## src/design/vfp_pkg.sv

```systemverilog
package vfp_pkg;
   // ------------------------------------------------------------
   // message header
   // ------------------------------------------------------------
   localparam int HDR_BYTES = 20;
   localparam logic [15:0] HDR_LEN = 16'(HDR_BYTES);
   localparam logic [31:0] CMD_REQ = 32'h3600_0000;
   localparam logic [31:0] CMD_ACC = 32'h0200_0000;
   localparam logic [23:0] FC_ADDR = 24'h0F_FFFD;
   localparam logic [7:0] VER_OWN = 8'h01;
   localparam logic [7:0] VER_NONE = 8'h00;
   localparam logic [7:0] MSG_SYNC = 8'h01;
   localparam logic [7:0] MSG_COMMIT = 8'h02;
   localparam logic [4:0] POS_VER = 5'h04;
   localparam logic [4:0] POS_CODE = 5'h05;
   localparam logic [4:0] POS_TXN = 5'h06;
   localparam logic [4:0] POS_LEN = 5'h12;
   // ------------------------------------------------------------
   // descriptors
   // ------------------------------------------------------------
   localparam logic [15:0] DESC_HDR_LAST = 16'h0003;
   localparam logic [7:0] DC_CRIT = 8'h01;
   localparam logic [7:0] DC_SKIP = 8'h02;
   localparam logic [7:0] DT_TAG = 8'h01;
   localparam logic [7:0] DT_LIST = 8'h03;
   localparam logic [7:0] DT_VEN_LO = 8'hF0;
   localparam logic [7:0] DT_VEN_HI = 8'hFE;
   localparam logic [15:0] LEN_TAG = 16'h0004;
   localparam logic [15:0] LEN_PVF = 16'h0004;
   localparam logic [15:0] LEN_LIST = 16'h0200;
   // ------------------------------------------------------------
   // reject reasons and explanations
   // ------------------------------------------------------------
   localparam logic [7:0] RC_NOT_SUPP = 8'h0B;
   localparam logic [7:0] RC_UNABLE = 8'h09;
   localparam logic [7:0] RC_INV_REV = 8'h02;
   localparam logic [7:0] RC_LOGICAL = 8'h03;
   localparam logic [7:0] RC_PROTO = 8'h07;
   localparam logic [7:0] EX_NONE = 8'h00;
   localparam logic [7:0] EX_IN_PROG = 8'h0A;
   localparam logic [7:0] EX_NO_RES = 8'h0B;
   // ------------------------------------------------------------
   // register map
   // ------------------------------------------------------------
   localparam logic [11:0] A_CTRL = 12'h000;
   localparam logic [11:0] A_VER = 12'h004;
   localparam logic [11:0] A_LOCLEN = 12'h008;
   localparam logic [11:0] A_STAT = 12'h00C;
   localparam int CB_SVC = 0;
   localparam int CB_RES = 1;
   localparam int CB_BUSY = 2;
   localparam logic [15:0] LOCLEN_RST = 16'h0214;
   typedef enum logic [1:0] {S_RX, S_EVAL, S_ACC, S_RJT} vfp_state_t;
   typedef enum logic [1:0] {DK_KNOWN, DK_VENDOR, DK_RESV} vfp_dkind_t;
endpackage

```

## src/design/vfp_desc_if.sv

```systemverilog
`timescale 1ns/1ps
`default_nettype none
interface vfp_desc_if;
   logic start;
   logic valid;
   logic last;
   logic [7:0] data;
   logic errPay;
   logic errCrit;
   modport src (output start, valid, last, data, input errPay, errCrit);
   modport chk (input start, valid, last, data, output errPay, errCrit);
endinterface
`default_nettype wire

```

## src/design/vfp_desc_check.sv

```systemverilog
`timescale 1ns/1ps
`default_nettype none
module vfp_desc_check
   import vfp_pkg::*;
(
   input wire logic sys_clk,
   input wire logic rst_n,
   vfp_desc_if.chk d
);
   logic [15:0] pos_r;
   logic [15:0] len_r;
   logic [7:0] ctl_r;
   logic [7:0] typ_r;
   logic [1:0] cnt_r;
   logic errPay_r;
   logic errCrit_r;
   logic [15:0] effLen;
   logic [16:0] endPos;
   logic [15:0] expLen;
   logic descEnd;
   logic badDesc;
   logic critHit;
   vfp_dkind_t kind;

   always_comb begin
      // length field excludes the four control/type/length bytes
      effLen = (pos_r == DESC_HDR_LAST) ? {len_r[15:8], d.data} : len_r;
      endPos = {1'b0, effLen} + {1'b0, DESC_HDR_LAST};
      descEnd = d.valid && (pos_r >= DESC_HDR_LAST) && ({1'b0, pos_r} == endPos);
      if (typ_r >= DT_TAG && typ_r <= DT_LIST) begin
         kind = DK_KNOWN;
      end else if (typ_r >= DT_VEN_LO && typ_r <= DT_VEN_HI) begin
         kind = DK_VENDOR;
      end else begin
         kind = DK_RESV;
      end
      case (cnt_r)
         2'h0: expLen = LEN_TAG;
         2'h1: expLen = LEN_PVF;
         default: expLen = LEN_LIST;
      endcase
      badDesc = 1'b0;
      critHit = 1'b0;
      if (cnt_r != 2'h3) begin
         // first three slots are fixed in type and size
         badDesc = (typ_r != DT_TAG + {6'h00, cnt_r}) || (effLen != expLen);
      end else if (kind != DK_KNOWN) begin
         // vendor and reserved types are not understood here, so control decides
         critHit = (ctl_r == DC_CRIT);
         badDesc = (ctl_r != DC_CRIT) && (ctl_r != DC_SKIP);
      end
   end

   always_ff @(posedge sys_clk or negedge rst_n) begin
      if (!rst_n) begin
         pos_r <= 16'h0000;
         len_r <= 16'h0000;
         ctl_r <= 8'h00;
         typ_r <= 8'h00;
         cnt_r <= 2'h0;
      end else if (d.start) begin
         pos_r <= 16'h0000;
         len_r <= 16'h0000;
         ctl_r <= 8'h00;
         typ_r <= 8'h00;
         cnt_r <= 2'h0;
      end else if (d.valid) begin
         case (pos_r)
            16'h0000: ctl_r <= d.data;
            16'h0001: typ_r <= d.data;
            16'h0002: len_r <= {d.data, 8'h00};
            default: len_r <= effLen;
         endcase
         if (descEnd) begin
            pos_r <= 16'h0000;
            if (cnt_r != 2'h3) begin
               cnt_r <= cnt_r + 2'h1;
            end
         end else begin
            pos_r <= pos_r + 16'h0001;
         end
      end
   end

   always_ff @(posedge sys_clk or negedge rst_n) begin
      if (!rst_n) begin
         errPay_r <= 1'b0;
         errCrit_r <= 1'b0;
      end else if (d.start) begin
         errPay_r <= 1'b0;
         errCrit_r <= 1'b0;
      end else if (d.valid) begin
         if (descEnd && badDesc) begin
            errPay_r <= 1'b1;
         end
         // a descriptor running past the payload end is malformed
         if (d.last && (!descEnd || cnt_r < 2'h2)) begin
            errPay_r <= 1'b1;
         end
         if (descEnd && critHit) begin
            errCrit_r <= 1'b1;
         end
      end
   end

   assign d.errPay = errPay_r;
   assign d.errCrit = errCrit_r;
endmodule
`default_nettype wire

```

## src/design/vfp_param_exchange.sv

```systemverilog
`timescale 1ns/1ps
`default_nettype none
module vfp_param_exchange
   import vfp_pkg::*;
(
   input wire logic sys_clk,
   input wire logic rst_n,
   input wire logic [11:0] paddr,
   input wire logic psel,
   input wire logic penable,
   input wire logic pwrite,
   input wire logic [31:0] pwdata,
   output logic pready,
   output logic [31:0] prdata,
   output logic pslverr,
   input wire logic rxValid,
   input wire logic [7:0] rxData,
   input wire logic rxLast,
   input wire logic [23:0] rxSid,
   input wire logic [23:0] rxDid,
   output logic rxReady,
   output logic txValid,
   output logic [7:0] txData,
   output logic txLast,
   output logic [23:0] txSid,
   output logic [23:0] txDid,
   input wire logic txReady,
   input wire logic locValid,
   input wire logic [7:0] locData,
   output logic locReady,
   output logic rjtValid,
   output logic [7:0] rjtReason,
   output logic [7:0] rjtExpl,
   input wire logic rjtReady
);
   vfp_state_t state_r;
   logic [7:0] hdr_r [HDR_BYTES];
   logic [15:0] rxCnt_r;
   logic [15:0] frameLen_r;
   logic addrOk_r;
   logic synced_r;
   logic [15:0] txn_r;
   logic [7:0] verOut_r;
   logic [15:0] totLen_r;
   logic [15:0] txIdx_r;
   logic txValid_r;
   logic [7:0] txData_r;
   logic txLast_r;
   logic [7:0] rjtReason_r;
   logic [7:0] rjtExpl_r;
   logic [7:0] lastRc_r;
   logic serviceEn_r;
   logic resOk_r;
   logic ownBusy_r;
   logic [7:0] supVer_r;
   logic [15:0] locLen_r;
   logic [31:0] prdata_r;
   logic rxTake;
   logic load;
   logic [7:0] srcByte;
   logic [31:0] reqCmd;
   logic [7:0] rxVer;
   logic [7:0] rxCode;
   logic [15:0] rxTxn;
   logic [15:0] rxPlen;
   logic isSync;
   logic isCommit;
   logic frameBad;
   logic rejNxt;
   logic [7:0] rcNxt;
   logic [7:0] exNxt;
   logic apbWr;
   logic addrHit;
   vfp_desc_if dsc ();

   vfp_desc_check u_desc (
      .sys_clk(sys_clk),
      .rst_n(rst_n),
      .d(dsc)
   );

   // ------------------------------------------------------------
   // receive and header capture
   // ------------------------------------------------------------
   assign rxReady = (state_r == S_RX);
   assign rxTake = rxValid && rxReady;
   assign reqCmd = {hdr_r[0], hdr_r[1], hdr_r[2], hdr_r[3]};
   assign rxVer = hdr_r[POS_VER];
   assign rxCode = hdr_r[POS_CODE];
   // the exchange id of the carrying frame is not seen here at all
   assign rxTxn = {hdr_r[POS_TXN], hdr_r[POS_TXN + 5'h01]};
   assign rxPlen = {hdr_r[POS_LEN], hdr_r[POS_LEN + 5'h01]};
   assign isSync = (rxCode == MSG_SYNC);
   assign isCommit = (rxCode == MSG_COMMIT);

   genvar gi;
   generate
      for (gi = 0; gi < HDR_BYTES; gi++) begin : g_hdr
         always_ff @(posedge sys_clk or negedge rst_n) begin
            if (!rst_n) begin
               hdr_r[gi] <= 8'h00;
            end else if (rxTake && rxCnt_r == 16'(gi)) begin
               hdr_r[gi] <= rxData;
            end
         end
      end
   endgenerate

   always_ff @(posedge sys_clk or negedge rst_n) begin
      if (!rst_n) begin
         rxCnt_r <= 16'h0000;
         frameLen_r <= 16'h0000;
         addrOk_r <= 1'b0;
      end else if (rxTake) begin
         if (rxLast) begin
            rxCnt_r <= 16'h0000;
            frameLen_r <= rxCnt_r + 16'h0001;
            addrOk_r <= (rxSid == FC_ADDR) && (rxDid == FC_ADDR);
         end else if (rxCnt_r != 16'hFFFF) begin
            rxCnt_r <= rxCnt_r + 16'h0001;
         end
      end
   end

   assign dsc.start = rxTake && (rxCnt_r == 16'h0000);
   // only sync payloads carry a descriptor list
   assign dsc.valid = rxTake && isSync && (rxCnt_r >= HDR_LEN);
   assign dsc.last = rxLast;
   assign dsc.data = rxData;

   // ------------------------------------------------------------
   // request evaluation
   // ------------------------------------------------------------
   always_comb begin
      frameBad = (reqCmd != CMD_REQ) || !(isSync || isCommit);
      if (frameLen_r < HDR_LEN || rxPlen != frameLen_r) begin
         frameBad = 1'b1;
      end
      // commit has no payload, a sync without one is malformed
      if ((isCommit && frameLen_r != HDR_LEN) || (isSync && frameLen_r == HDR_LEN)) begin
         frameBad = 1'b1;
      end
   end

   always_comb begin
      rejNxt = 1'b1;
      rcNxt = RC_PROTO;
      exNxt = EX_NONE;
      if (!serviceEn_r) begin
         rcNxt = RC_NOT_SUPP;
      end else if (rxVer == VER_NONE) begin
         rcNxt = RC_INV_REV;
      end else if (frameBad) begin
         rcNxt = RC_PROTO;
      end else if (ownBusy_r) begin
         rcNxt = RC_UNABLE;
         exNxt = EX_IN_PROG;
      end else if (isCommit && (!synced_r || rxTxn != txn_r)) begin
         rcNxt = RC_LOGICAL;
      end else if (!resOk_r) begin
         rcNxt = RC_UNABLE;
         exNxt = EX_NO_RES;
      end else if (dsc.errPay || dsc.errCrit) begin
         rcNxt = RC_PROTO;
      end else begin
         rejNxt = 1'b0;
      end
   end

   always_ff @(posedge sys_clk or negedge rst_n) begin
      if (!rst_n) begin
         state_r <= S_RX;
      end else begin
         case (state_r)
            S_RX: begin
               if (rxTake && rxLast) begin
                  state_r <= S_EVAL;
               end
            end
            S_EVAL: begin
               // misaddressed frames are dropped without any reply
               if (!addrOk_r) begin
                  state_r <= S_RX;
               end else if (rejNxt) begin
                  state_r <= S_RJT;
               end else begin
                  state_r <= S_ACC;
               end
            end
            S_ACC: begin
               if (load && txIdx_r == totLen_r - 16'h0001) begin
                  state_r <= S_RX;
               end
            end
            S_RJT: begin
               if (rjtReady) begin
                  state_r <= S_RX;
               end
            end
            default: state_r <= S_RX;
         endcase
      end
   end

   always_ff @(posedge sys_clk or negedge rst_n) begin
      if (!rst_n) begin
         synced_r <= 1'b0;
         txn_r <= 16'h0000;
      end else if (state_r == S_EVAL && addrOk_r) begin
         if (dsc.errCrit) begin
            synced_r <= 1'b0;
         end else if (!rejNxt && isSync) begin
            synced_r <= 1'b1;
            txn_r <= rxTxn;
         end else if (!rejNxt) begin
            synced_r <= 1'b0;
         end
      end
   end

   always_ff @(posedge sys_clk or negedge rst_n) begin
      if (!rst_n) begin
         verOut_r <= VER_OWN;
         totLen_r <= HDR_LEN;
         rjtReason_r <= 8'h00;
         rjtExpl_r <= 8'h00;
         lastRc_r <= 8'h00;
      end else if (state_r == S_EVAL && addrOk_r) begin
         // any incompatibility is ours to handle, so cap at our version
         verOut_r <= (rxVer > supVer_r) ? supVer_r : rxVer;
         totLen_r <= isSync ? HDR_LEN + locLen_r : HDR_LEN;
         rjtReason_r <= rcNxt;
         rjtExpl_r <= exNxt;
         lastRc_r <= rejNxt ? rcNxt : 8'h00;
      end
   end

   // ------------------------------------------------------------
   // accept transmit
   // ------------------------------------------------------------
   assign load = (state_r == S_ACC) && (!txValid_r || txReady) && (txIdx_r < HDR_LEN || locValid);
   assign locReady = load && (txIdx_r >= HDR_LEN);

   always_comb begin
      if (txIdx_r >= HDR_LEN) begin
         srcByte = locData;
      end else begin
         case (txIdx_r[4:0])
            5'h00: srcByte = CMD_ACC[31:24];
            5'h01: srcByte = CMD_ACC[23:16];
            5'h02: srcByte = CMD_ACC[15:8];
            5'h03: srcByte = CMD_ACC[7:0];
            POS_VER: srcByte = verOut_r;
            POS_LEN: srcByte = totLen_r[15:8];
            POS_LEN + 5'h01: srcByte = totLen_r[7:0];
            default: srcByte = hdr_r[txIdx_r[4:0]];
         endcase
      end
   end

   always_ff @(posedge sys_clk or negedge rst_n) begin
      if (!rst_n) begin
         txIdx_r <= 16'h0000;
         txValid_r <= 1'b0;
         txData_r <= 8'h00;
         txLast_r <= 1'b0;
      end else begin
         if (state_r == S_EVAL) begin
            txIdx_r <= 16'h0000;
         end else if (load) begin
            txIdx_r <= txIdx_r + 16'h0001;
         end
         if (load) begin
            txValid_r <= 1'b1;
            txData_r <= srcByte;
            txLast_r <= (txIdx_r == totLen_r - 16'h0001);
         end else if (txReady) begin
            txValid_r <= 1'b0;
         end
      end
   end

   assign txValid = txValid_r;
   assign txData = txData_r;
   assign txLast = txLast_r;
   assign txSid = FC_ADDR;
   assign txDid = FC_ADDR;
   assign rjtValid = (state_r == S_RJT);
   assign rjtReason = rjtReason_r;
   assign rjtExpl = rjtExpl_r;

   // ------------------------------------------------------------
   // register slave
   // ------------------------------------------------------------
   assign apbWr = psel && penable && pwrite;
   assign addrHit = (paddr == A_CTRL) || (paddr == A_VER) || (paddr == A_LOCLEN) || (paddr == A_STAT);
   assign pready = 1'b1;
   assign pslverr = psel && penable && !addrHit;
   assign prdata = prdata_r;

   always_ff @(posedge sys_clk or negedge rst_n) begin
      if (!rst_n) begin
         serviceEn_r <= 1'b1;
         resOk_r <= 1'b1;
         ownBusy_r <= 1'b0;
         supVer_r <= VER_OWN;
         locLen_r <= LOCLEN_RST;
      end else if (apbWr) begin
         if (paddr == A_CTRL) begin
            serviceEn_r <= pwdata[CB_SVC];
            resOk_r <= pwdata[CB_RES];
            ownBusy_r <= pwdata[CB_BUSY];
         end
         if (paddr == A_VER) begin
            supVer_r <= pwdata[7:0];
         end
         if (paddr == A_LOCLEN) begin
            locLen_r <= pwdata[15:0];
         end
      end
   end

   // read data is latched in the setup phase so it is a flop output
   always_ff @(posedge sys_clk or negedge rst_n) begin
      if (!rst_n) begin
         prdata_r <= 32'h0000_0000;
      end else if (psel && !penable) begin
         case (paddr)
            A_CTRL: prdata_r <= {29'h0000_0000, ownBusy_r, resOk_r, serviceEn_r};
            A_VER: prdata_r <= {24'h00_0000, supVer_r};
            A_LOCLEN: prdata_r <= {16'h0000, locLen_r};
            A_STAT: prdata_r <= {txn_r, lastRc_r, 6'h00, (state_r != S_RX), synced_r};
            default: prdata_r <= 32'h0000_0000;
         endcase
      end
   end
endmodule
`default_nettype wire

```

## config.mk

```make
export PLATFORM = sky130hd
export DESIGN_NAME = vfp_param_exchange
export DESIGN_NICKNAME = d
export VERILOG_FILES = /design/src/design/vfp_pkg.sv /design/src/design/vfp_desc_if.sv /design/src/design/vfp_desc_check.sv /design/src/design/vfp_param_exchange.sv
export SDC_FILE = /design/constraint.sdc
export NUM_CORES = 1
export LEC_CHECK = 0
export BUFFER_PORTS_ARGS = -buffer_cell sky130_fd_sc_hd__buf_4
export CAP_MARGIN = 20
export CELL_PAD_IN_SITES_DETAIL_PLACEMENT = 1
export CELL_PAD_IN_SITES_GLOBAL_PLACEMENT = 1
export CORE_MARGIN = 2
export CORE_UTILIZATION = 47
export CTS_CLUSTER_SIZE = 24
export DETAILED_ROUTE_END_ITERATION = 8
export PLACE_DENSITY = 0.89
export RECOVER_POWER = 25
export SLEW_MARGIN = 20
export SYNTH_ARGS = -nofsm -noshare
export SYNTH_HDL_FRONTEND = slang
export SYNTH_SLANG_ARGS = --single-unit
```

## constraint.sdc

```tcl
create_clock -name sys_clk -period 4.1 [get_ports sys_clk]
set_clock_uncertainty 0.2 [all_clocks]
set_input_delay 0.205 -clock sys_clk [delete_from_list [all_inputs] [get_ports sys_clk]]
set_output_delay 0.205 -clock sys_clk [all_outputs]
set_load 0.05 [all_outputs]
```

==> impl_metrics.ini <==
[run_status]
status = finished with violations
violations = capacitance limit, slew limit, setup timing

[clocking]
root_buffer = clkbuf_16
clock-sinks = 383
insertion_delay_ns = 0.59
cts_tree = built
clockBufferDepth = 3
clkTransAtPathRegs_ns = 0.07
cts_setup_buffers = 0
h-tree-depth = 2
numCtsBuffers = 42

[floorplan]
die_y_um = 211.7
core_area_um2 = 42790
rows = 76
boundaryPins = 229
die_area_um2 = 44820
start_util_pct = 47.38
die_w_um = 211.7

[route]
drc = 0
wl_met2_um = 37200
avgViaCountPerCell = 6.604
ant_nets = 0
wire_per_inst_um = 29.11
route.met3.wl_um = 6609
top_layer = met5
drt-met1-wl_um = 27470
first_pass_iters = 5
finalWirelength_um = 76320
num_vias = 17315
drt_iter0_markers = 1972

[layout]
largest_register = hdr_r
areaGrowthSynthToFinish_pct = 16.72
post-route-util_pct = 55.31
drive_gt1_share_pct = 24.05
nFillCells = 4526
largest_reg_flops = 144
nNetsFinal = 2185

[synth]
synth_top_family_by_area = multiplexers
syn-instance-count = 1862
synth.largest_area_cell = dfrtp_1
synth_area_per_cell_um2 = 10.89
synth_top_area_share_pct = 46.16
synth_cell_types = 86
synth_xor_area_share_pct = 5.572
ys_top_cells_by_area = dfrtp_1 (46%), mux2_2 (10%), mux4_2 (5.4%)
yosysWarningCount = 0
synthArstFlopShare_pct = 100.0
synth-simple-area-share_pct = 13.93
synth_edf_count = 0
synth.area.mux_share_pct = 17.82
synth_compound_area_share_pct = 8.763
synth-seq-cells = 383
ys_seq_area_share_pct = 47.32
synth_fa_ha_area_share_pct = 1.543
synth_flop_cell = dfrtp_1
syn_area_um2 = 20280

[critical_path]
worstPathMaxFanout = 17
start_kind = register
worst_setup_path_end_kind = register
arrival_ns = 4.49
crit_required_ns = 4.36
worst-setup-path-type = reg -> reg

[timing]
slew_viol_final = 115
finalSetupViolCount = 16
hold_viol = 0
relSlewSlack_pct = -111.0
max_freq_mhz = 236.4
finalCritPeriodShare_pct = 103.2
setup_ws_ns = -0.1297
worst_slew_pin_slew_ns = 3.166
period_needed_ns = 4.230

[global_routing]
grt_first_pass_wirelength_um = 116200
antenna_found_initial = 1
grt_pass1_vias = 18858
grt_max_degree = 117
grt_usage_pct = 34.34
grt-ovfl-total = 0

[power]
peakVddDrop_v = 0.0003447
power_uw = 12230
powerDensity_nw_per_um2 = 517.0
leakagePower_uw = 0.01083

[placed_design]
hpwl_um = 44900
gp_congestion = 0.8748
io_buffers = 154

[worst_hold_path]
min_path_type = in -> reg

[run]
cap_violations = 1
stage by stage:
stage	area, µm²	instances	setup WS, ns	hold slack, ns	TNS, ns
after floorplan	20490	1918	0.7143	-0.2906	0
after global placement	21890	2502	0.3388	0.1055	0
after detailed placement	21890	2502	0.2420	0.1308	0
after CTS	23840	2621	0.09077	0.03887	0
after global routing	23660	2621	-0.06398	0.05452	-0.3519
final	23670	2622	-0.1297	0.06775	-1.314
cell families after synthesis:
logic type,count (synthesis)
compound gates,277
buf+inv,199
fa+ha+maj,25
flops,383
xor+xnor,129
simple gates,572
mux,275
other cells,2
area by class of cell:
class / instances / area (µm²) / share of cell area [%]
clock buffers: 61 / 1274 / 5.382
repair buffers: 249 / 1826 / 7.713
clock inverters: 16 / 255.2 / 1.079
well taps: 546 / 683.2 / 2.887
diodes: 1 / 2.502 / 0.01057
flip-flops and latches: 383 / 9598 / 40.56
multi-input cells: 1336 / 9916 / 41.90
inverters: 30 / 112.6 / 0.4758
worst max-delay path, cell delays in order (launching register included):
cell and delay [ns]:
dfrtp_1 0.50, nor4b_2 0.55, nand4_1 0.26, a211oi_1 0.36, o2111ai_1 0.34, nor2_1 0.35, nand4_1 0.29, or3_2 0.79
mux2_1 0.44
cell usage after synthesis, types with 10 or more instances:
master and instances:
nand2b_1 15, o31ai_1 17, nand2_1 173, mux2i_1 34
nand3_1 56, nand4_1 36, a31oi_1 11, buf_4 60
xnor2_1 75, nor3_1 31, nor4_1 29, buf_2 10
inv_1 30, ha_1 25, nor2_1 145, a21oi_1 68
dfrtp_1 374, a22o_1 31, o21ai_0 86, a221oi_1 14
and3_1 22, xor2_1 54, mux2_2 181, mux4_2 49
clkbuf_1 88
power by group:
part | switching [µW] | internal, µW
Clock | 1760 | 2550
Sequential | 646 | 4230
Combinational | 1960 | 1090
metal layers:
| layer | track usage, % | vias to the layer above |
|---|---|---|
| met1 | 40.02 | 8841 |
| met4 | 21.49 | 2 |
| met2 | 56.81 | 1165 |
| li1 | - | 6946 |
| met5 | 0 | - |
| met3 | 8.782 | 361 |
what timing repair did:
item / in CTS / in global routing
hold buffers: 42 / 0
gates resized for setup: 0 / 4
setup endpoints to repair: 0 / 19
endpoints found under the hold margin: 206 / 0
cell usage in the layout, fill, tap and decap left out, types with 8 or more instances in the layout:
cell type,count
a21oi_1,68
a221oi_1,14
a22o_1,31
a31oi_1,11
and3_1,22
buf_4,154
clkbuf_1,54
clkbuf_16,43
clkbuf_8,13
conb_1,58
dfrtp_1,372
dfstp_2,9
dlygate4sd3_1,42
ha_1,25
inv_1,30
mux2_1,9
mux2_2,181
mux2i_1,34
mux4_2,49
nand2_1,172
nand2b_1,15
nand3_1,56
nand4_1,36
nor2_1,144
nor3_1,30
nor3b_1,8
nor4_1,27
o21ai_0,86
o31ai_1,17
xnor2_1,75
xor2_1,54
final timing paths:
| kind | endpoint | slack, ns | from | depth (start not counted) |
|---|---|---|---|---|
| setup / recovery | txn_r[2] | -0.13 | hdr_r[153] | 8 |
| hold / removal | state_r[0] | 0.07 | rxValid | 3 |
| setup reg to reg | txn_r[2] | -0.13 | hdr_r[153] | 8 |
| hold reg to reg | prdata[14] | 0.29 | prdata[14] | 2 |
| max in group asynchronous | txIdx_r[0] | 0.69 | rst_n | 2 |
| min in group asynchronous | prdata[14] | 0.94 | rst_n | 2 |
Note: power is estimated with default switching activity, not from simulation.
